### config.mk
export PLATFORM = sky130hd
export DESIGN_NAME = dac_clock_config
export DESIGN_NICKNAME = d
export VERILOG_FILES = /design/src/design/dac_clock_pkg.sv /design/src/design/dac_clock_config.sv /design/src/design/atten_store.sv
export SDC_FILE = /design/constraint.sdc
export NUM_CORES = 1
export LEC_CHECK = 0
export ABC_AREA = 1
export BUFFER_PORTS_ARGS = -buffer_cell sky130_fd_sc_hd__buf_2
export CAP_MARGIN = 5
export CELL_PAD_IN_SITES_DETAIL_PLACEMENT = 0
export CELL_PAD_IN_SITES_GLOBAL_PLACEMENT = 1
export CORE_MARGIN = 2
export CORE_UTILIZATION = 47
export DETAILED_ROUTE_END_ITERATION = 10
export GPL_ROUTABILITY_DRIVEN = 0
export GPL_TIMING_DRIVEN = 1
export PLACE_DENSITY = 0.83
export SLEW_MARGIN = 30
export SYNTH_ARGS = -nofsm -noshare
export SYNTH_HDL_FRONTEND = slang
export SYNTH_SLANG_ARGS = --single-unit
### constraint.sdc
create_clock -name i_clock -period 3.6 [get_ports i_clock]
set_clock_uncertainty 0.1 [all_clocks]
set_input_delay 1.08 -clock i_clock [delete_from_list [all_inputs] [get_ports i_clock]]
set_output_delay 1.08 -clock i_clock [all_outputs]
set_load 0.01 [all_outputs]
### src/design/dac_clock_pkg.sv
package dac_clock_pkg;

   // ----------------------------------------------------------------
   // Sizes
   // ----------------------------------------------------------------
   localparam int NUM_CHANNELS = 16;
   localparam int SERIAL_INPUTS = 6;
   localparam int TDM_MAX_CHANNELS = 16;
   localparam int ATTEN_STEPS = 255;
   localparam int ATTEN_STEP_MDB = 375;

   // ----------------------------------------------------------------
   // Register offsets on the serial control port
   // ----------------------------------------------------------------
   localparam logic [6:0] OFS_PLL_CTRL0 = 7'h00;
   localparam logic [6:0] OFS_PLL_CTRL1 = 7'h01;
   localparam logic [6:0] OFS_CONV_CTRL0 = 7'h02;
   localparam logic [6:0] OFS_TIER_FIRST = 7'h03;
   localparam logic [6:0] OFS_TIER_LAST = 7'h06;
   localparam logic [6:0] OFS_BLOCK_PDN = 7'h07;
   localparam logic [6:0] OFS_STATUS = 7'h08;
   localparam logic [2:0] OFS_ATTEN_PAGE = 3'h1;

   // ----------------------------------------------------------------
   // Field positions
   // ----------------------------------------------------------------
   localparam int CTRL0_PUP_BIT = 0;
   localparam int CTRL0_MRS_LSB = 1;
   localparam int CTRL0_SRC_LSB = 6;
   localparam int CTRL1_DIRECT_BIT = 0;
   localparam int CTRL1_MCO_LSB = 4;
   localparam int CTRL1_TIER_LSB = 6;
   localparam int CONV_SR_LSB = 1;
   localparam int CONV_TDM_BIT = 6;
   localparam int CONV_MASTER_BIT = 7;
   localparam int PDN_PLL_BIT = 1;

   // ----------------------------------------------------------------
   // Values after reset
   // ----------------------------------------------------------------
   localparam logic [7:0] PLL_CTRL0_RST = 8'h00;
   localparam logic [7:0] PLL_CTRL1_RST = 8'h20;
   localparam logic [7:0] CONV_CTRL0_RST = 8'h00;
   localparam logic [31:0] TIER_RST = 32'h0000_0000;
   localparam logic [7:0] BLOCK_PDN_RST = 8'h00;
   localparam logic [7:0] ATTEN_RST = 8'h00;

   // ----------------------------------------------------------------
   // Encodings
   // ----------------------------------------------------------------
   localparam logic [1:0] MCO_LOWJIT_LOW = 2'h0;
   localparam logic [1:0] MCO_LOWJIT_HIGH = 2'h1;
   localparam logic [1:0] MCO_BUFFER = 2'h2;
   localparam logic [1:0] MCO_OFF = 2'h3;
   localparam logic [1:0] SR_48K = 2'h0;
   localparam logic [1:0] SR_96K = 2'h1;
   localparam logic [1:0] SR_192K_LOWDELAY = 2'h3;
   localparam logic [1:0] SRC_FRAME = 2'h1;
   localparam logic [1:0] TIER_INDIVIDUAL = 2'h0;
   localparam logic [1:0] TIER_LOW = 2'h2;
   localparam logic [1:0] TIER_LOWEST = 2'h3;

   // ----------------------------------------------------------------
   // Clock ratios, referenced to the 48 kHz range
   // ----------------------------------------------------------------
   localparam logic [9:0] MCS_RATIO_0 = 10'h100;
   localparam logic [9:0] MCS_RATIO_1 = 10'h180;
   localparam logic [9:0] MCS_RATIO_2 = 10'h200;
   localparam logic [9:0] MCS_RATIO_3 = 10'h300;
   localparam logic [9:0] DIRECT_RATIO = 10'h200;
   localparam logic [9:0] CORE_RATIO_48K = 10'h200;
   localparam logic [8:0] OSR_48K = 9'h100;

   // ----------------------------------------------------------------
   // Counts and control port framing
   // ----------------------------------------------------------------
   localparam logic [1:0] SA_SETTLE_CYCLES = 2'h2;
   localparam logic [4:0] SPI_ADDR_LAST_BIT = 5'h07;
   localparam logic [4:0] SPI_FRAME_LAST_BIT = 5'h0F;

   typedef enum logic [3:0] {
      SPI_IDLE = 4'b0001,
      SPI_ADDR = 4'b0010,
      SPI_DATA = 4'b0100,
      SPI_WAIT = 4'b1000
   } spi_state_type;

endpackage

### src/design/dac_clock_config.sv
// Contract
// Oversampling 256, 128, 64 by rate range
// Per-channel attenuator, 255 steps of 0.375 dB
// Six stereo inputs or one TDM line
// Rate code 0b11 shortens filtering, lower delay
// Per-channel tier field picks bias level
// Nonzero global tier overrides all channels
// Standalone pin sampled once after reset
// Serial clocks slave by default; partner supplies clocks
// Clock-out select resets to buffer; 0b11 off
// Codes 0b00/0b01 give divided low-jitter clock
// Host programs clock registers after reset release
// PLL accepts 256/384/512/768 times sample rate
// Effective ratio halves at 96k, quarters 192k
// Core clock 512, 256, 128 times rate
// PLL enabled straight out of reset
// Host waits for PLL lock before audio
// Direct clock: PLL down, select bit, 512x
// PLL source 0b01 locks to frame clock
// Ratio codes 0b00..0b11 map 256..768
`timescale 1ns/1ps
module dac_clock_config
   import dac_clock_pkg::*;
(
   input wire logic i_clock,
   input wire logic i_rst_n,
   input wire logic i_spi_select_n,
   input wire logic i_spi_clock,
   input wire logic i_spi_data_in,
   output logic o_spi_data_out,
   output logic o_spi_data_out_oe,
   input wire logic i_standalone_select,
   input wire logic i_master_clock_in,
   input wire logic i_frame_clock_in,
   input wire logic [3:0] i_atten_channel,
   output logic [7:0] o_atten_level,
   output logic o_master_clock_out,
   output logic o_pll_reference,
   output logic o_pll_enable,
   output logic o_direct_clock,
   output logic o_powered_up,
   output logic o_standalone,
   output logic o_serial_master,
   output logic o_serial_tdm,
   output logic o_short_filter,
   output logic [8:0] o_oversample_ratio,
   output logic [9:0] o_core_clock_ratio,
   output logic [9:0] o_effective_mclk_ratio,
   output logic [31:0] o_channel_tier
);

   // ----------------------------------------------------------------
   // Pin synchronisers
   // ----------------------------------------------------------------
   logic [2:0] spi_meta, spi_sync;
   logic [2:0] pin_meta, pin_sync;
   logic sclk_prev, mck_prev;

   // Two flops on every pin; only the second stage is looked at
   always_ff @(posedge i_clock or negedge i_rst_n) begin
      if (!i_rst_n) begin
         spi_meta <= 3'h7;
         spi_sync <= 3'h7;
         pin_meta <= 3'h0;
         pin_sync <= 3'h0;
         sclk_prev <= 1'b0;
         mck_prev <= 1'b0;
      end else begin
         spi_meta <= {i_spi_select_n, i_spi_clock, i_spi_data_in};
         spi_sync <= spi_meta;
         pin_meta <= {i_standalone_select, i_master_clock_in, i_frame_clock_in};
         pin_sync <= pin_meta;
         sclk_prev <= spi_sync[1];
         mck_prev <= pin_sync[1];
      end
   end

   wire sel_active = ~spi_sync[2];
   wire sclk_rise = spi_sync[1] & ~sclk_prev;
   wire sclk_fall = ~spi_sync[1] & sclk_prev;
   wire mosi = spi_sync[0];
   wire sa_sync = pin_sync[2];
   wire mck_sync = pin_sync[1];
   wire frm_sync = pin_sync[0];
   wire mck_edge = mck_sync ^ mck_prev;

   // ----------------------------------------------------------------
   // Standalone strap capture
   // ----------------------------------------------------------------
   logic [1:0] sa_count;
   logic sa_ready, standalone;

   // Wait for the synchroniser to fill before trusting the strap
   always_ff @(posedge i_clock or negedge i_rst_n) begin
      if (!i_rst_n) begin
         sa_count <= 2'h0;
         sa_ready <= 1'b0;
         standalone <= 1'b0;
      end else if (!sa_ready) begin
         sa_count <= sa_count + 2'h1;
         if (sa_count == SA_SETTLE_CYCLES) begin
            sa_ready <= 1'b1;
            standalone <= sa_sync;
         end
      end
   end

   // ----------------------------------------------------------------
   // Control port: 16-bit frame, read flag, address, data
   // ----------------------------------------------------------------
   spi_state_type state, next_state;
   logic [4:0] bit_count;
   logic [14:0] shift_in;
   logic [6:0] addr;
   logic is_read, load_pending;
   logic [7:0] shift_out;

   // Frame sequencing; deselect aborts from any state
   always_comb begin
      next_state = state;
      case (state)
         SPI_IDLE: if (sel_active) next_state = SPI_ADDR;
         SPI_ADDR: begin
            if (!sel_active) next_state = SPI_IDLE;
            else if (sclk_rise && bit_count == SPI_ADDR_LAST_BIT) next_state = SPI_DATA;
         end
         SPI_DATA: begin
            if (!sel_active) next_state = SPI_IDLE;
            else if (sclk_rise && bit_count == SPI_FRAME_LAST_BIT) next_state = SPI_WAIT;
         end
         SPI_WAIT: if (!sel_active) next_state = SPI_IDLE;
         default: next_state = SPI_IDLE;
      endcase
   end

   wire in_frame = (state == SPI_ADDR) || (state == SPI_DATA);
   wire addr_done = (state == SPI_ADDR) && sel_active && sclk_rise
      && bit_count == SPI_ADDR_LAST_BIT;
   wire [7:0] wr_data = {shift_in[6:0], mosi};
   // Writes are locked out in standalone mode and before the strap is taken
   wire wr_en = (state == SPI_DATA) && sel_active && sclk_rise
      && bit_count == SPI_FRAME_LAST_BIT && !is_read && sa_ready && !standalone;

   // Shift in on rising edges of the serial clock
   always_ff @(posedge i_clock or negedge i_rst_n) begin
      if (!i_rst_n) begin
         state <= SPI_IDLE;
         bit_count <= 5'h0;
         shift_in <= 15'h0;
         addr <= 7'h0;
         is_read <= 1'b0;
      end else begin
         state <= next_state;
         if (!in_frame) begin
            bit_count <= 5'h0;
         end else if (sclk_rise) begin
            bit_count <= bit_count + 5'h1;
            shift_in <= {shift_in[13:0], mosi};
         end
         if (addr_done) begin
            addr <= {shift_in[5:0], mosi};
            is_read <= shift_in[6];
         end
      end
   end

   // ----------------------------------------------------------------
   // Registers
   // ----------------------------------------------------------------
   logic [7:0] pll_ctrl0, pll_ctrl1, conv_ctrl0, block_pdn;
   logic [31:0] tier_bits;

   wire [1:0] tier_index = 2'(addr - OFS_TIER_FIRST);
   wire sel_tier = (addr >= OFS_TIER_FIRST) && (addr <= OFS_TIER_LAST);
   wire sel_atten = (addr[6:4] == OFS_ATTEN_PAGE);

   // Host-programmed state; strap mode leaves all at defaults
   always_ff @(posedge i_clock or negedge i_rst_n) begin
      if (!i_rst_n) begin
         pll_ctrl0 <= PLL_CTRL0_RST;
         pll_ctrl1 <= PLL_CTRL1_RST;
         conv_ctrl0 <= CONV_CTRL0_RST;
         block_pdn <= BLOCK_PDN_RST;
         tier_bits <= TIER_RST;
      end else if (wr_en) begin
         if (addr == OFS_PLL_CTRL0) pll_ctrl0 <= wr_data;
         if (addr == OFS_PLL_CTRL1) pll_ctrl1 <= wr_data;
         if (addr == OFS_CONV_CTRL0) conv_ctrl0 <= wr_data;
         if (addr == OFS_BLOCK_PDN) block_pdn <= wr_data;
         if (sel_tier) tier_bits[8*tier_index +: 8] <= wr_data;
      end
   end

   // Per-channel attenuator levels, index is the low address nibble
   logic [7:0] atten_rd;

   atten_store #(
      .DEPTH(NUM_CHANNELS),
      .WIDTH(8),
      .INDEX_BITS(4)
   ) u_atten (
      .i_clock(i_clock),
      .i_rst_n(i_rst_n),
      .i_write(wr_en && sel_atten),
      .i_write_index(addr[3:0]),
      .i_write_data(wr_data),
      .i_read_index_a(addr[3:0]),
      .o_read_data_a(atten_rd),
      .i_read_index_b(i_atten_channel),
      .o_read_data_b(o_atten_level)
   );

   // ----------------------------------------------------------------
   // Field decode
   // ----------------------------------------------------------------
   wire [1:0] ratio_code = pll_ctrl0[CTRL0_MRS_LSB +: 2];
   wire [1:0] pll_source = pll_ctrl0[CTRL0_SRC_LSB +: 2];
   wire [1:0] mco_select = pll_ctrl1[CTRL1_MCO_LSB +: 2];
   wire [1:0] global_tier = pll_ctrl1[CTRL1_TIER_LSB +: 2];
   wire [1:0] rate_code = conv_ctrl0[CONV_SR_LSB +: 2];
   wire pll_down = block_pdn[PDN_PLL_BIT];
   wire direct_req = pll_ctrl1[CTRL1_DIRECT_BIT] && pll_down;
   // Both 192 kHz codes quarter the ratio
   wire [1:0] rate_shift = (rate_code == SR_48K) ? 2'h0 : (rate_code == SR_96K) ? 2'h1 : 2'h2;
   wire [9:0] mcs_ratio = (ratio_code == 2'h0) ? MCS_RATIO_0 :
      (ratio_code == 2'h1) ? MCS_RATIO_1 :
      (ratio_code == 2'h2) ? MCS_RATIO_2 : MCS_RATIO_3;
   wire [9:0] base_ratio = direct_req ? DIRECT_RATIO : mcs_ratio;

   // Divide in master-clock edges; one edge per half period of the input
   wire [2:0] div_low = (ratio_code == 2'h0) ? 3'h2 : (ratio_code == 2'h1) ? 3'h3 :
      (ratio_code == 2'h2) ? 3'h4 : 3'h6;
   wire [2:0] div_high = (ratio_code == 2'h0) ? 3'h1 : (ratio_code == 2'h3) ? 3'h3 : 3'h2;
   wire [2:0] div_edges = (mco_select == MCO_LOWJIT_LOW) ? div_low : div_high;

   // Read mux; unmapped addresses read zero
   wire [7:0] status = {2'h0, sa_ready, standalone, o_direct_clock, o_pll_enable, rate_shift};
   wire [7:0] rd_data = (addr == OFS_PLL_CTRL0) ? pll_ctrl0 :
      (addr == OFS_PLL_CTRL1) ? pll_ctrl1 :
      (addr == OFS_CONV_CTRL0) ? conv_ctrl0 :
      sel_tier ? tier_bits[8*tier_index +: 8] :
      (addr == OFS_BLOCK_PDN) ? block_pdn :
      (addr == OFS_STATUS) ? status :
      sel_atten ? atten_rd : 8'h00;

   // ----------------------------------------------------------------
   // Read data out, shifted on falling serial clock edges
   // ----------------------------------------------------------------
   always_ff @(posedge i_clock or negedge i_rst_n) begin
      if (!i_rst_n) begin
         load_pending <= 1'b0;
         shift_out <= 8'h00;
         o_spi_data_out <= 1'b0;
         o_spi_data_out_oe <= 1'b0;
      end else begin
         o_spi_data_out_oe <= sel_active && is_read
            && (state == SPI_DATA || state == SPI_WAIT);
         if (addr_done) begin
            load_pending <= 1'b1;
         end else if (sclk_fall && state == SPI_DATA) begin
            load_pending <= 1'b0;
            shift_out <= load_pending ? {rd_data[6:0], 1'b0} : {shift_out[6:0], 1'b0};
            o_spi_data_out <= load_pending ? rd_data[7] : shift_out[7];
         end
      end
   end

   // ----------------------------------------------------------------
   // Clock control outputs
   // ----------------------------------------------------------------
   logic [2:0] edge_count;
   logic div_clock;

   // Edge counting gives odd ratios too, with a 50 % duty cycle
   always_ff @(posedge i_clock or negedge i_rst_n) begin
      if (!i_rst_n) begin
         edge_count <= 3'h0;
         div_clock <= 1'b0;
      end else if (mck_edge) begin
         if (edge_count + 3'h1 >= div_edges) begin
            edge_count <= 3'h0;
            div_clock <= ~div_clock;
         end else begin
            edge_count <= edge_count + 3'h1;
         end
      end
   end

   // Clock-out mux, reference selection and ratios
   always_ff @(posedge i_clock or negedge i_rst_n) begin
      if (!i_rst_n) begin
         o_master_clock_out <= 1'b0;
         o_pll_reference <= 1'b0;
         o_pll_enable <= 1'b0;
         o_direct_clock <= 1'b0;
         o_powered_up <= 1'b0;
         o_standalone <= 1'b0;
         o_serial_master <= 1'b0;
         o_serial_tdm <= 1'b0;
         o_short_filter <= 1'b0;
         o_oversample_ratio <= OSR_48K;
         o_core_clock_ratio <= CORE_RATIO_48K;
         o_effective_mclk_ratio <= MCS_RATIO_0;
      end else begin
         o_master_clock_out <= (mco_select == MCO_BUFFER) ? mck_sync :
            (mco_select == MCO_OFF) ? 1'b0 : div_clock;
         o_pll_reference <= (pll_source == SRC_FRAME) ? frm_sync : mck_sync;
         o_pll_enable <= !pll_down;
         o_direct_clock <= direct_req;
         o_powered_up <= pll_ctrl0[CTRL0_PUP_BIT];
         o_standalone <= standalone;
         o_serial_master <= conv_ctrl0[CONV_MASTER_BIT];
         o_serial_tdm <= conv_ctrl0[CONV_TDM_BIT];
         o_short_filter <= (rate_code == SR_192K_LOWDELAY);
         o_oversample_ratio <= OSR_48K >> rate_shift;
         o_core_clock_ratio <= CORE_RATIO_48K >> rate_shift;
         o_effective_mclk_ratio <= base_ratio >> rate_shift;
      end
   end

   // Global field, when not zero, replaces every channel's own field
   for (genvar ch = 0; ch < NUM_CHANNELS; ch++) begin : g_tier
      always_ff @(posedge i_clock or negedge i_rst_n) begin
         if (!i_rst_n) begin
            o_channel_tier[2*ch +: 2] <= TIER_INDIVIDUAL;
         end else begin
            o_channel_tier[2*ch +: 2] <= (global_tier != TIER_INDIVIDUAL) ?
               global_tier : tier_bits[2*ch +: 2];
         end
      end
   end
endmodule

### src/design/atten_store.sv
`timescale 1ns/1ps
module atten_store
   import dac_clock_pkg::*;
#(
   parameter int DEPTH = 16,
   parameter int WIDTH = 8,
   parameter int INDEX_BITS = 4
) (
   input wire logic i_clock,
   input wire logic i_rst_n,
   input wire logic i_write,
   input wire logic [INDEX_BITS-1:0] i_write_index,
   input wire logic [WIDTH-1:0] i_write_data,
   input wire logic [INDEX_BITS-1:0] i_read_index_a,
   output logic [WIDTH-1:0] o_read_data_a,
   input wire logic [INDEX_BITS-1:0] i_read_index_b,
   output logic [WIDTH-1:0] o_read_data_b
);

   // ----------------------------------------------------------------
   // Entries, one attenuator level per channel
   // ----------------------------------------------------------------
   logic [WIDTH-1:0] entry [DEPTH];

   // Each entry written alone, cleared to 0 dB at reset
   for (genvar i = 0; i < DEPTH; i++) begin : g_entry
      always_ff @(posedge i_clock or negedge i_rst_n) begin
         if (!i_rst_n) begin
            entry[i] <= WIDTH'(ATTEN_RST);
         end else if (i_write && i_write_index == INDEX_BITS'(i)) begin
            entry[i] <= i_write_data;
         end
      end
   end

   // Registered read ports: one for the control port, one for the datapath
   always_ff @(posedge i_clock or negedge i_rst_n) begin
      if (!i_rst_n) begin
         o_read_data_a <= '0;
         o_read_data_b <= '0;
      end else begin
         o_read_data_a <= entry[i_read_index_a];
         o_read_data_b <= entry[i_read_index_b];
      end
   end

endmodule

# --- Word-level counts from Yosys, hierarchy flattened ---
# Cells that the tools add are included.
classes:
  n_addsub: 5
  magnitude_cmp: 5
  eq_ne: 40
  shifts: 6
  n_mux: 61
  n_bitwise: 11
  reduce_logical: 55
ops:
  columns: ["cell", "count"]
  rows:
  - ["two-way mux 8 bit", 12]
  - ["binary-select mux 8 bit (select 4 bit)", 2]
  - ["two-way mux 2 bit", 20]
  - ["== test 4 bit, second input constant", 9]
  - ["negation 5 -> 34 bit", 1]
  - ["variable shift 8 x 34 -> 32 bit, first input constant", 1]
  - ["variable part select 8 x 34 -> 32 bit", 1]
  - ["logical AND 1 bit", 33]
  - ["bitwise mux 32 bit", 1]
  - ["variable part select 32 x 6 -> 8 bit", 1]
  - ["two-way mux 10 bit", 3]
  - ["two-way mux 4 bit", 6]
  - ["== test 4 x 3 -> 1 bit, second input constant", 5]
  - ["AND reduction 2 bit", 9]
  - ["one-hot mux 4 bit (4 select lines)", 1]
  - ["== test 2 bit, second input constant", 6]
  - ["== test 4 x 2 -> 1 bit, second input constant", 3]
  - ["two-way mux 3 bit", 4]
  - [">= comparator 5 bit, second input constant", 2]
  - ["two-way mux 5 bit", 2]
  - ["inverter 4 -> 5 bit", 2]
  - [">> shifter 10 x 2 -> 10 bit", 1]
  - [">> shifter 10 x 2 -> 10 bit, first input constant", 1]
  - ["two-way mux 1 bit", 9]
  - ["other kinds (30)", 48]
word_totals:
  register_bits: 335
  in_bits: 12
  word_cells: 254

# --- Longest topological paths before layout ---
# Gate-level depths: netlist of the first run.
depth:
  word_depth: 10
  mapped_depth: 16
  depth_no_buf: 14

# --- Cells and area by module ---
# Synthesis of the first run repeated with hierarchy kept, for this count alone.
unflattened:
  hier_cells: 2015
  hier_area_um2: 15768.9
by_module_without_submodules:
  columns: ["mod", "n_inst", "cells_per_inst", "area_per_inst_um2", "seq_area_each_um2"]
  rows:
  - ["atten_store", 1, 1144, 7931.4, 3603.5]
  - ["dac_clock_config", 1, 871, 7837.5, 4291.6]

# --- Worst setup path after synthesis of the first run ---
# No wires, ideal clock.
synth_timing:
  path_kind: "register -> register"
  start: "register addr[0]"
  end: "register tier_bits[5]"
  setup_ps: 126
  t_arrival_ps: 2321
  path_slack_ps: 1053
  path_stages_with_launch: 13
  synth_period_minus_slack_ps: 2547
  path_cell_list: "dfrtp_1 > buf_2 > clkinv_1 > buf_1 > ha_1 > inv_1 > nand3_1 > nand3_2 > nor2_1 > nand2_1 > buf_2 > nand2_1 > o21ai_0"
synth_via:
  elab_chain_cells: 4
  word_cells_on_any_way: 9
synth_rtl:
  columns: ["item", "line", "rtl"]
  rows:
  - ["start, declared", "dac_clock_config.sv:114", "logic [6:0] addr;"]
  - ["start signal, assigned", "dac_clock_config.sv:161", "addr <= {shift_in[5:0], mosi};"]
  - ["subtractor 2 bit", "dac_clock_config.sv:173", "wire [1:0] tier_index = 2'(addr - OFS_TIER_FIRST);"]
  - ["negation 5 -> 34 bit", "dac_clock_config.sv:190", "if (sel_tier) tier_bits[8*tier_index +: 8] <= wr_data;"]
  - ["variable part select 8 x 34 -> 32 bit / variable shift 8 x 34 -> 32 bit (equally long branches)", "dac_clock_config.sv:190", null]
  - ["bitwise mux 32 bit", "dac_clock_config.sv:190", null]
  - ["end signal, assigned by index", "dac_clock_config.sv:190", null]
  - ["end, declared", "dac_clock_config.sv:171", "logic [31:0] tier_bits;"]
# Parallel ways exist; a longest one is shown, timed or not.
# A chain may end at the register's enable or synchronous reset.

# --- Final worst setup path of the first run ---
layout_timing:
  start: "register addr[0]"
  end: "register tier_bits[1]"
# The elaborated chain is that of the path after synthesis.

==> summary by stage, run 1 <==
Logic synthesis
The post-synthesis cell area is about 0.015 mm^2. The commonest cells after synthesis are sky130_fd_sc_hd__nand2_1, sky130_fd_sc_hd__dfrtp_1, sky130_fd_sc_hd__o21ai_0. The synthesized design contains 0 enable-type register cells.

The yosys synthesis warning count is 0. The predominant post-synthesis flop cell is sky130_fd_sc_hd__dfrtp_1. The netlist uses 46 different library cells.

The post-synthesis instance total is 1772. The part of the Yosys area used for sequential elements is 0.518. The share of synthesized area in the top cell type comes to 0.501.

Counting flops with an async set or reset pin after synthesis yields a share of 1.00. The flip-flop and latch count after synthesis is between 300 and 400. After synthesis, the cell types taking the most area are sky130_fd_sc_hd__dfrtp_1, sky130_fd_sc_hd__nand2_1, sky130_fd_sc_hd__o21ai_0, sky130_fd_sc_hd__a21oi_1, sky130_fd_sc_hd__inv_1.

The most frequent cell after synthesis is sky130_fd_sc_hd__nand2_1. Averaged over all synthesized cells, the footprint is about 8.6 um^2. Of all cell types, the one taking the most synthesized area is sky130_fd_sc_hd__dfrtp_1.

Cells and area
0 antenna diodes ended up in the layout. The number of nets in the final layout is 1832. At the end of the flow the core is filled with cells to 0.535. In the final layout, the share of cells above drive strength 1 is 0.143. The area added between synthesis and finish is 11.3%.

Clocking
The number of setup buffers added after CTS is 0. The clock insertion delay at the later pin of the skew report is ~0.52 ns. In this run, post-CTS hold repair placed 0 buffers. The number of clock buffers inserted by TritonCTS is 36.

In this run, post-CTS repair resized a total of 0 instances. Clock-pin slew was measured on the worst setup and hold paths at around 0.060 ns. TritonCTS built the clock tree.

The depth of the CTS H-tree is 2. The clock root buffer is sky130_fd_sc_hd__clkbuf_16. Counting every sink on the clock net gives around 320. In this run the deepest clock path goes through 3 buffers.

Critical path
The endpoint arrival time on the critical path is between 3 and 4 ns. The largest single stage delay on the critical path is approximately 0.73 ns. The maximum net fanout on the critical path is 98.

The worst setup path is of the reg2reg kind. At the worst endpoint, the required time is approximately 3.9 ns. Among all stages on the critical path, the largest delay is contributed by sky130_fd_sc_hd__buf_4. The worst setup path is captured at a register. The critical path goes through buf_4 -> nand2_1 -> nand3_1 -> nand3_2 -> nor2_1 -> nand2_1 -> a21oi_1 -> a21oi_1.

The critical path launch point type is a register.

Pwr
Power spread over the standard cell area amounts to around 470 mW/mm^2. The largest vdd supply drop is 0.277 mV. The clock share of power is 0.455. Internal power comes to approximately 6000 uW. The part of the total power dissipated in sequential elements is 0.458. The fraction of power spent switching nets is 0.249. The net switching power is 1990 uW. The part of the power in combinational logic is 0.086.

The leakage power of the design is 0.00806 uW.

Floorplanning
The total core area is 0.0317 mm^2. During I/O placement, the number of pins put on the boundary was between 90 and 100. The floorplan step defined a die boundary enclosing about 0.034 mm^2. The initial utilization of the core area, before any placement, comes to 0.481. The vertical extent of the die is 184 um. The horizontal extent of the die is between 150 and 200 um. The floorplan has 65 rows.

Placed design
The count of buffers inserted at the top-level ports is 76. The HPWL after detailed placement is approximately 27000 um.

Timing
The smallest clock period supported by the final layout is computed as 2.90 ns. Of the available clock period, the critical path in the final layout requires 0.805. The accumulated negative setup slack is 0 ns. The worst slew slack as a fraction of its limit is 0.361. Setup repair after global routing left no endpoint under its margin. At the pin with the least slew margin, the transition time is ~0.96 ns. The final-report setup violation count is 0. The max-slew violation count is 0. The final number of hold-violating endpoints is 0. Derived from the worst setup path, the maximum achievable clock frequency is roughly 0.35 GHz.

Drt
The post-route antenna net violation count is 0. The count of TritonRoute iterations in the first routing pass is 6. The routed layout has roughly 12000 vias.

In the routed design, unresolved DRC markers number 0. The final layout contains routed wiring with a total length of between 40000 and 50000 um. In the final routed layout, each cell accounts on average for between 15 and 20 um.

In this run, the number of DRC markers left after iteration 0 of detailed routing was just over 1000. The post-detailed-route via-to-cell ratio is 5.46.

Global routing
The first global-routing pass estimated 65000 um of wire. The number of antenna violations at the first check in global routing is 0. The number of global-route vias before repair was between 10000 and 15000. The global router's overall resource usage is 0.246.

Entering global routing, the biggest net connects 99 pins. The total congestion overflow after global routing is 0.

Min path
The class of the worst hold path is reg2reg.

Run status
The run finished with clean final reports.

Run
The tool flagged a number of max-cap violations equal to 0.
[registers in the layout, summed over array words and instances, names as in the netlist, 4 cells and up]
name / flops
u_atten.entry: 128
o_channel_tier: 32
tier_bits: 32
block_pdn: 8
conv_ctrl0: 8
pll_ctrl0: 8
pll_ctrl1: 8
u_atten.o_read_data_a: 8
u_atten.o_read_data_b: 8
addr: 7
shift_in: 7
shift_out: 7
o_effective_mclk_ratio: 6
bit_count: 5
o_core_clock_ratio: 4
state: 4
[layout make-up]
cell class	count	area, um^2
inverter	128	487
multi-input combinational	1221	6250
sequential	315	7900
tap	402	503
clock inverter	10	133
clock buffer	51	1040
timing repair buffer	103	658
fill	2968	14800
[cells by family after synthesis]
logic type	count (synthesis)	synth area share
AOI/OAI and AO/OA	534	0.194
xor gates and xnor gates	4	0.00230
adders and majority gates	15	0.0123
buffers and inverters	252	0.0767
DFF	315	0.518
muxes	32	0.0211
other	1	0.000246
and+or+nand+nor	619	0.175
[worst max-delay path: cells and delay by family (launching register included)]
kind                   cells  cell delay (ns)
and+or+nand+nor            5             1.12
buffers and inverters      1             0.73
DFF                        1             0.50
AOI/OAI and AO/OA          2             0.31
[layer usage]
layer  share of wire  global-route usage  vias to the layer above
met1            0.46               0.352                     5850
met4           0.029              0.0768                        0
met3           0.056              0.0371                       77
met5               0                   0                        -
li1                -                   -                     5895
met2            0.46               0.387                      352
[power groups by stage]
| stage | sequential [uW] | clock [uW] | combinational, uW |
|---|---|---|---|
| global placement | 3720 | 0 | 679 |
| finish | 3660 | 3640 | 691 |
| global route | 3670 | 3850 | 763 |
| floorplan | 3720 | 0 | 385 |
| detailed placement | 3730 | 0 | 689 |
| CTS | 3660 | 3720 | 694 |
[metrics by stage]
| stage | setup slack, ns | instances | power (uW) | cell area [um^2] | hold WS, ns |
|---|---|---|---|---|---|
| CTS | 0.692 | 2230 | 8080 | 17000 | 0.253 |
| finish | 0.703 | 2230 | 7990 | 17000 | 0.249 |
| global route | 0.353 | 2230 | 8280 | 17000 | 0.256 |
| global placement | 0.746 | 2169 | 4400 | 15800 | 0.233 |
| floorplan | 1.05 | 1788 | 4110 | 15300 | 0.231 |
| detailed placement | 0.717 | 2169 | 4410 | 15800 | 0.242 |
[worst paths after layout]
kind,start,cells past startpoint,slack (ns),endpoint
max,addr[0]$_DFFE_PN0P_,8,0.70,tier_bits[1]$_DFFE_PN0P_
min,pin_meta[0]$_DFF_PN0_,0,0.25,pin_sync[0]$_DFF_PN0_
max reg2reg,addr[0]$_DFFE_PN0P_,8,0.70,tier_bits[1]$_DFFE_PN0P_
min reg2reg,pin_meta[0]$_DFF_PN0_,0,0.25,pin_sync[0]$_DFF_PN0_
max in group asynchronous,i_rst_n,2,2.12,spi_sync[2]$_DFF_PN1_
min in group asynchronous,i_rst_n,1,0.47,o_core_clock_ratio[6]$_DFF_PN0_
[layout by cell type, fill, tap and decap left out, drive strengths merged, types with 9 or more instances in the layout]
cell    netlist  final
nand2       460    460
o21ai       372    372
dfrtp       305    305
inv         124    124
a21oi       118    118
buf          63    103
nor2         97     97
clkbuf       61     51
mux2i        31     31
o211ai       31     31
nand3        29     29
conb          1     17
ha           15     15
nand4        13     13
dfstp        10     10
nor3          9      9
Note: power is estimated with default switching activity, not from simulation.
==> inputs of run 2 (changes only) <==
CORE_UTILIZATION = 42   (was 47)
PLACE_DENSITY = 0.79   (was 0.83)
clock period = 2.35 ns   (was 3.6 ns; I/O delays follow)
==> summary by stage, run 2 (synthesis gave the netlist of run 1 again) <==
Critical path
The endpoint type of the worst setup path is a register. STA puts the critical path data required time at about 2.6 ns. The startpoint identified for the worst register-to-register timing path is bit_count[1]$_DFFE_PN0P_. The path type of the worst setup path is reg2reg. The endpoint of the lowest-slack register-to-register path is u_atten.entry[100]$_DFFE_PN0P_. The endpoint arrival time on the critical path is around 2.6 ns. The critical path launch point type is a register. Across all register-to-register paths, the minimum setup slack is approximately 0.066 ns.

Of all nets on the critical path, the largest fanout is 16. The worst register-to-register path has a depth of 13.

Min path
Counting instances, the worst hold path has a depth of 1. The min-delay analysis places its worst path in the category in2reg. The destination of the worst hold path is pin_meta[1]$_DFF_PN0_. The start point of the worst min-delay path is i_master_clock_in.

Clocking
In this run the clock root is driven by a sky130_fd_sc_hd__clkbuf_16. In this run the number of H-tree levels came out at 2. The clock net sink count is roughly 320. The clock-pin slew on the worst setup and hold paths is approximately 0.060 ns. The clock insertion delay at the later pin of the skew report is around 0.53 ns. The TritonCTS clock tree is yes. The number of clock buffers inserted by TritonCTS is 37. The clock passes through at most 3 buffers.

Global routing
Entering global routing, the biggest net connects between 90 and 100 pins. The first-pass GRT wire length is approximately 66000 um. The total overflow left after global routing is 0.

The number of antenna violations at the first check in global routing came to 0. The global router's overall resource usage is 0.221. The number of global-route vias before repair is approximately 12000.

Timing
The least setup slack across all paths after layout is roughly 0.066 ns. The final number of hold-violating endpoints was 0. The slew of the pin with the lowest slew margin is about 0.90 ns. For this run, the top clock speed supported by timing is around 0.44 GHz. Setup repair after global routing could not meet its margin everywhere.

The final-report setup violation count is 0. The max-slew violation count is 0. Headroom to the max-slew limit came out at 0.399. The post-route minimum period is 2.28 ns. The share of the cycle needed by the critical path after routing is 0.972.

Cells and area
The flip-flop count of the largest register after layout is roughly 130. The antenna diode count is 0. In the final layout, the multi-input gates occupy around 0.0064 mm^2. Leaving out fill and tap cells, the most frequent cells in the layout are sky130_fd_sc_hd__nand2_1, sky130_fd_sc_hd__dfrtp_1, sky130_fd_sc_hd__o21ai_0, sky130_fd_sc_hd__inv_1, sky130_fd_sc_hd__a21oi_1.

The post-layout instance count excluding filler cells is ~2300. The finished cells cover 0.0178 mm^2. The number of filler instances in the final layout is about 3400. In the final design database the tool counted roughly 1900 nets.

The largest register by flop count is u_atten.entry. The fraction of final layout cells sized beyond drive strength 1 is 0.180. The area taken by flip-flops and latches is just under 0.008 mm^2. The largest registers in the layout are u_atten.entry x128, o_channel_tier x32, tier_bits x32. The utilization after layout is 0.500. The area growth from synthesis to layout is 16.8%. The commonest non-fill, non-tap cell in the layout is sky130_fd_sc_hd__nand2_1.

Pwr
Of the total power, combinational logic draws 0.085. The cell area power density is ~730 mW/mm^2. The net switching power is around 3200 uW. Of the total power, the share spent switching nets is 0.247.

The leakage power of the design is 0.00835 uW. The internal portion of the total power is around 9800 uW. The part of the total power dissipated in sequential elements is 0.430. The clock share of power is 0.486. VDD sags by at most just over 0.5 mV.

Run
Across the run, the number of max-cap violations was 0.

Drt
The routed length per placed instance is between 15 and 20 um. The wire length after detailed routing is between 40000 and 50000 um. The detailed router's first-iteration violation count is 928. The post-route antenna net violation count is 0. The post-detailed-route via-to-cell ratio is approximately 5.3.

The count of TritonRoute iterations in the first routing pass is 5. Across all layers, the routed design uses ~12000 vias. For this run, design rule violations remaining after detail routing come to 0.

Floorplanning
The initial standard-cell utilization of the core is 0.428. The floorplan has 69 rows. The horizontal extent of the die is about 190 um. For this design the top-level I/O count stands at 92. In this run the vertical extent of the chip is ~200 um. The die covers ~0.038 mm^2. The core region is approximately 0.036 mm^2.

Placed design
Summing all placed instances gives a cell area of 0.0162 mm^2. After detailed placement, the design holds a cell count of approximately 2300. After legalization and detailed placement, the total HPWL measured ~28000 um. The count of buffers added on input and output ports is 76. Timing analysis after detailed placement gives a worst setup slack of around 0.021 ns.

Run status
The flow ran to the end, and the final reports show no timing, DRC or antenna violations.
[run 2: worst max-delay path by stage]
stage | start | slack (ns) | endpoint | cells past startpoint
floorplan | addr[0]$_DFFE_PN0P_ | 0.02 | shift_out[2]$_DFFE_PN0P_ | 14
detailed placement | addr[1]$_DFFE_PN0P_ | 0.02 | tier_bits[2]$_DFFE_PN0P_ | 10
finish | bit_count[1]$_DFFE_PN0P_ | 0.07 | u_atten.entry[100]$_DFFE_PN0P_ | 13
global placement | addr[1]$_DFFE_PN0P_ | 0.01 | tier_bits[2]$_DFFE_PN0P_ | 10
global route | bit_count[0]$_DFFE_PN0P_ | -0.11 | u_atten.entry[32]$_DFFE_PN0P_ | 14
CTS | addr[1]$_DFFE_PN0P_ | 0.01 | tier_bits[2]$_DFFE_PN0P_ | 10
[run 2: area by class of cell]
class                      instances  share of cell area
sequential                       315               0.443
clock buffer                      50              0.0605
timing repair buffer             148              0.0607
tap                              461              0.0324
inverter                         128              0.0275
multi-input combinational       1222               0.360
clock inverter                    18              0.0157
[run 2: timing repair]
action | 4_1_cts | 5_1_grt
hold buffers | 1 | 0
setup buffers | 0 | 7
endpoints found under the hold margin | 34 | 0
resized for setup | 0 | 46
setup endpoints to repair | 0 | 184
[run 2: worst max-delay path: stages (launching register included)]
cell and delay (ns):
sky130_fd_sc_hd__dfrtp_1 0.37, sky130_fd_sc_hd__ha_2 0.18, sky130_fd_sc_hd__inv_2 0.04, sky130_fd_sc_hd__nor3_2 0.11
sky130_fd_sc_hd__ha_2 0.20, sky130_fd_sc_hd__nand2_2 0.05, sky130_fd_sc_hd__nor4_2 0.12, sky130_fd_sc_hd__nand2_1 0.14
sky130_fd_sc_hd__inv_4 0.10, sky130_fd_sc_hd__nand2_8 0.11, sky130_fd_sc_hd__nor2_8 0.18, sky130_fd_sc_hd__nand2_2 0.22
sky130_fd_sc_hd__nand2_1 0.13, sky130_fd_sc_hd__o21ai_1 0.07
[run 2: power by group through the flow]
stage	clock (uW)	combinational (uW)	sequential, uW
detailed placement	0	1100	5700
global route	6700	1220	5620
global placement	0	1090	5700
CTS	6470	1110	5610
finish	6340	1110	5610
floorplan	0	589	5710
[run 2: through the flow]
step | hold slack [ns] | power, uW | TNS [ns]
6_report | 0.184 | 13100 | 0
4_1_cts | 0.165 | 13200 | 0
2_1_floorplan | 0.231 | 6300 | 0
3_3_place_gp | 0.233 | 6790 | 0
3_5_place_dp | 0.238 | 6810 | 0
5_1_grt | 0.166 | 13500 | -3.35
[run 2: per-layer routing]
metal / global-route usage / vias up / share of wire
met5: 0 / - / 0
met4: 0.0729 / 0 / 0.027
met3: 0.0331 / 70 / 0.057
met2: 0.359 / 317 / 0.47
met1: 0.303 / 5941 / 0.45
li1: - / 5988 / -
==> inputs of run 3 (changes only) <==
SETUP_SLACK_MARGIN = 0.3   (was unset)
==> summary by stage, run 3 (synthesis gave the netlist of run 1 again) <==
Pwr
The analysis attributes to net switching a power of 3180 uW. The clock share of power is 0.468. VDD sags by at most 0.446 mV. The share of total power dissipated in combinational logic is 0.090. In this run the static leakage power is ~0.0088 uW. The internal power of the cells totals around 9500 uW. Power spread over the standard cell area amounts to 652 mW/mm^2.

The fraction of power spent switching nets is 0.251. Of the total power, registers draw 0.443.

Floorplanning
Row generation in the floorplan step produced ~70 rows. The total core area is 0.0357 mm^2. The vertical extent of the die is roughly 190 um. From left edge to right edge, the die measures 195 um. Pin placement for this block handled 92 I/O pins. The floorplan step defined a die boundary enclosing between 0.03 and 0.04 mm^2.

The initial standard-cell utilization of the core is 0.428.

Cells and area
The top cell types in the final layout, fill and taps aside, are sky130_fd_sc_hd__nand2_1, sky130_fd_sc_hd__dfrtp_1, sky130_fd_sc_hd__o21ai_0, sky130_fd_sc_hd__a21oi_1, sky130_fd_sc_hd__inv_1. Compared with the post-synthesis result, the final layout area differs by 27.5%. The flip-flop count of the largest register after layout is 128. The library cell used most frequently in the layout, excluding fill and tap cells, is sky130_fd_sc_hd__nand2_1.

The number of filler instances in the final layout is ~3200. The largest registers in the layout are u_atten.entry x128, o_channel_tier x32, tier_bits x32. More flip-flops sit in one register than any other, and that register is u_atten.entry.

The number of nets in the final layout is 1943. In the final layout, the share of cells above drive strength 1 is 0.294.

Clocking
The clock-pin slew on the worst setup and hold paths is approximately 0.060 ns. The number of clock buffers inserted by TritonCTS is 37. The clock insertion delay at the later pin of the skew report is 0.53 ns.

The cell sitting at the root of the clock tree is a sky130_fd_sc_hd__clkbuf_16. Counting every sink on the clock net gives about 320. Counting along the longest clock path gives a buffer depth of 3. The clock tree synthesis step divided the H-tree into 2 levels. TritonCTS built the clock tree.

Run
The max capacitance violation total is 0.

Critical path
Traced cell by cell, the critical path runs through ha_2 -> inv_2 -> nor3_2 -> ha_2 -> nand2_2 -> nor4_2 -> nand2_1 -> clkinv_2 -> nand2_8 -> buf_12 -> clkinv_16 -> nand3_4 -> nand2_2 -> o21ai_1. On the critical path, the stage with the largest delay is an instance of sky130_fd_sc_hd__dfrtp_1. STA classifies the critical path startpoint as a register. The endpoint arrival time on the critical path is approximately 2.6 ns.

The largest single stage delay on the critical path is ~0.36 ns. Along the worst path, the maximum fanout reaches 8. The number of buffers and inverters on the critical path is 4. The required time at the endpoint of the critical path is approximately 2.7 ns. Among cell families on the critical path, the largest total delay comes from simple AND/OR/NAND/NOR gates. STA classifies the critical path endpoint as a register. The setup path with the least slack is of type reg2reg.

Timing
The max-slew violation count is 0. Measured against its own limit, the worst slew margin works out to 0.464. Setup repair after global routing could not meet its margin everywhere. The final-report setup violation count is 0. The final number of hold-violating endpoints is 0. In the finished design, the share of the clock period the worst path needs comes to 0.988. The post-route minimum period is 2.32 ns.

The accumulated negative setup slack is 0 ns. The maximum achievable frequency is 0.431 GHz. The final-layout worst hold slack is about 0.17 ns. The slew of the pin with the lowest slew margin is around 0.8 ns.

Drt
The detailed router placed between 10000 and 15000 vias in this run. After detailed routing, the total wire length is 46100 um. Once detail routing completed, the nets flagged for antenna violations numbered 0. The post-detailed-route DRC marker count is 0.

The first TritonRoute pass finished after 5 iterations. In the final routed layout, each cell accounts on average for just under 20 um. The post-detailed-route via-to-cell ratio is approximately 5.5. The detailed router's first-iteration violation count is about 1100.

Run status
The flow ran to the end, and the final reports show no timing, DRC or antenna violations.

Global routing
The largest net degree at the start of global routing is slightly above 70. The number of global-route vias before repair came to approximately 12000. The number of antenna violations at the first check in global routing is 0. The first global-routing pass estimated 69500 um of wire.

For this run the aggregate overflow at the end of global routing stands at 0. The global router's overall resource usage is 0.233.

Min path
The class of the worst hold path is in2reg.

Placed design
The half-perimeter wire length after placement is approximately 28000 um. Buffers placed on the I/O ports in this run total 76.
## run 3: cell count changes in the layout (fill, tap and decap cells not counted), sizes merged, moves of 3 or more
cell      change
buf          +42
clkinv        +3
nand3         +4
inv           -8
nand2        +16
bufinv        -3
clkinvlp      +3
## run 3: layer usage
layer  share of wire  GRT usage  vias up
li1                -          -     6163
met1            0.43      0.322     6379
met2            0.46      0.366      485
met3           0.068     0.0383       93
met4           0.036     0.0960        0
met5               0          0        -
## run 3: timing repair
item	CTS	global route
buffers inserted	16	40
hold buffers	1	0
gates resized for setup	89	241
pin swaps	10	51
cloned	12	11
endpoints found under the setup margin	203	222
hold endpoints to repair	25	0
## run 3: stage by stage
step	utilization	power [uW]	setup slack [ns]	instances	cell area [um^2]
after floorplan	-	6300	0.224	1788	15500
after global placement	0.454	6770	0.0249	2258	16200
after detailed placement	0.454	6790	0.0207	2258	16200
after CTS	0.508	12800	0.0871	2351	18100
after global routing	0.545	13200	-0.153	2402	19400
final	0.545	12700	0.0290	2403	19400
## run 3: cell type report
cell class                      count  area (um^2)  area share
Tap cell                          461          577      0.0297
Timing Repair Buffer              191         1610      0.0830
Multi-Input combinational cell   1243         7540       0.388
Sequential cell                   315         7900       0.406
Inverter                          128          548      0.0282
Clock buffer                       51         1090      0.0560
Clock inverter                     13          173     0.00888
Antenna cell                        1         2.50    0.000129
## run 3: final timing paths
kind	start	end	slack [ns]	depth (start not counted)
max in group asynchronous	i_rst_n	o_core_clock_ratio[9]$_DFF_PN1_	0.89	3
hold / removal	i_spi_data_in	spi_meta[0]$_DFF_PN1_	0.17	1
min in group asynchronous	i_rst_n	o_core_clock_ratio[6]$_DFF_PN0_	0.54	2
hold reg to reg	pin_meta[2]$_DFF_PN0_	pin_sync[2]$_DFF_PN0_	0.25	0
setup reg to reg	bit_count[0]$_DFFE_PN0P_	u_atten.entry[123]$_DFFE_PN0P_	0.03	14
setup / recovery	bit_count[0]$_DFFE_PN0P_	u_atten.entry[123]$_DFFE_PN0P_	0.03	14
## run 3: power groups by stage
| stage | sequential [uW] | combinational (uW) | clock (uW) |
|---|---|---|---|
| 3_3_place_gp | 5700 | 1070 | 0 |
| 4_1_cts | 5610 | 1090 | 6050 |
| 3_5_place_dp | 5710 | 1080 | 0 |
| 5_1_grt | 5630 | 1260 | 6290 |
| 6_report | 5610 | 1140 | 5930 |
| 2_1_floorplan | 5710 | 589 | 0 |
## run 3: worst register-to-register path, stage by stage, from the launching register on
cell	delay (ns)
sky130_fd_sc_hd__dfrtp_1	0.36
sky130_fd_sc_hd__ha_2	0.18
sky130_fd_sc_hd__inv_2	0.04
sky130_fd_sc_hd__nor3_2	0.10
sky130_fd_sc_hd__ha_2	0.21
sky130_fd_sc_hd__nand2_2	0.06
sky130_fd_sc_hd__nor4_2	0.12
sky130_fd_sc_hd__nand2_1	0.17
sky130_fd_sc_hd__clkinv_2	0.13
sky130_fd_sc_hd__nand2_8	0.12
sky130_fd_sc_hd__buf_12	0.19
sky130_fd_sc_hd__clkinv_16	0.08
sky130_fd_sc_hd__nand3_4	0.16
sky130_fd_sc_hd__nand2_2	0.11
sky130_fd_sc_hd__o21ai_1	0.07
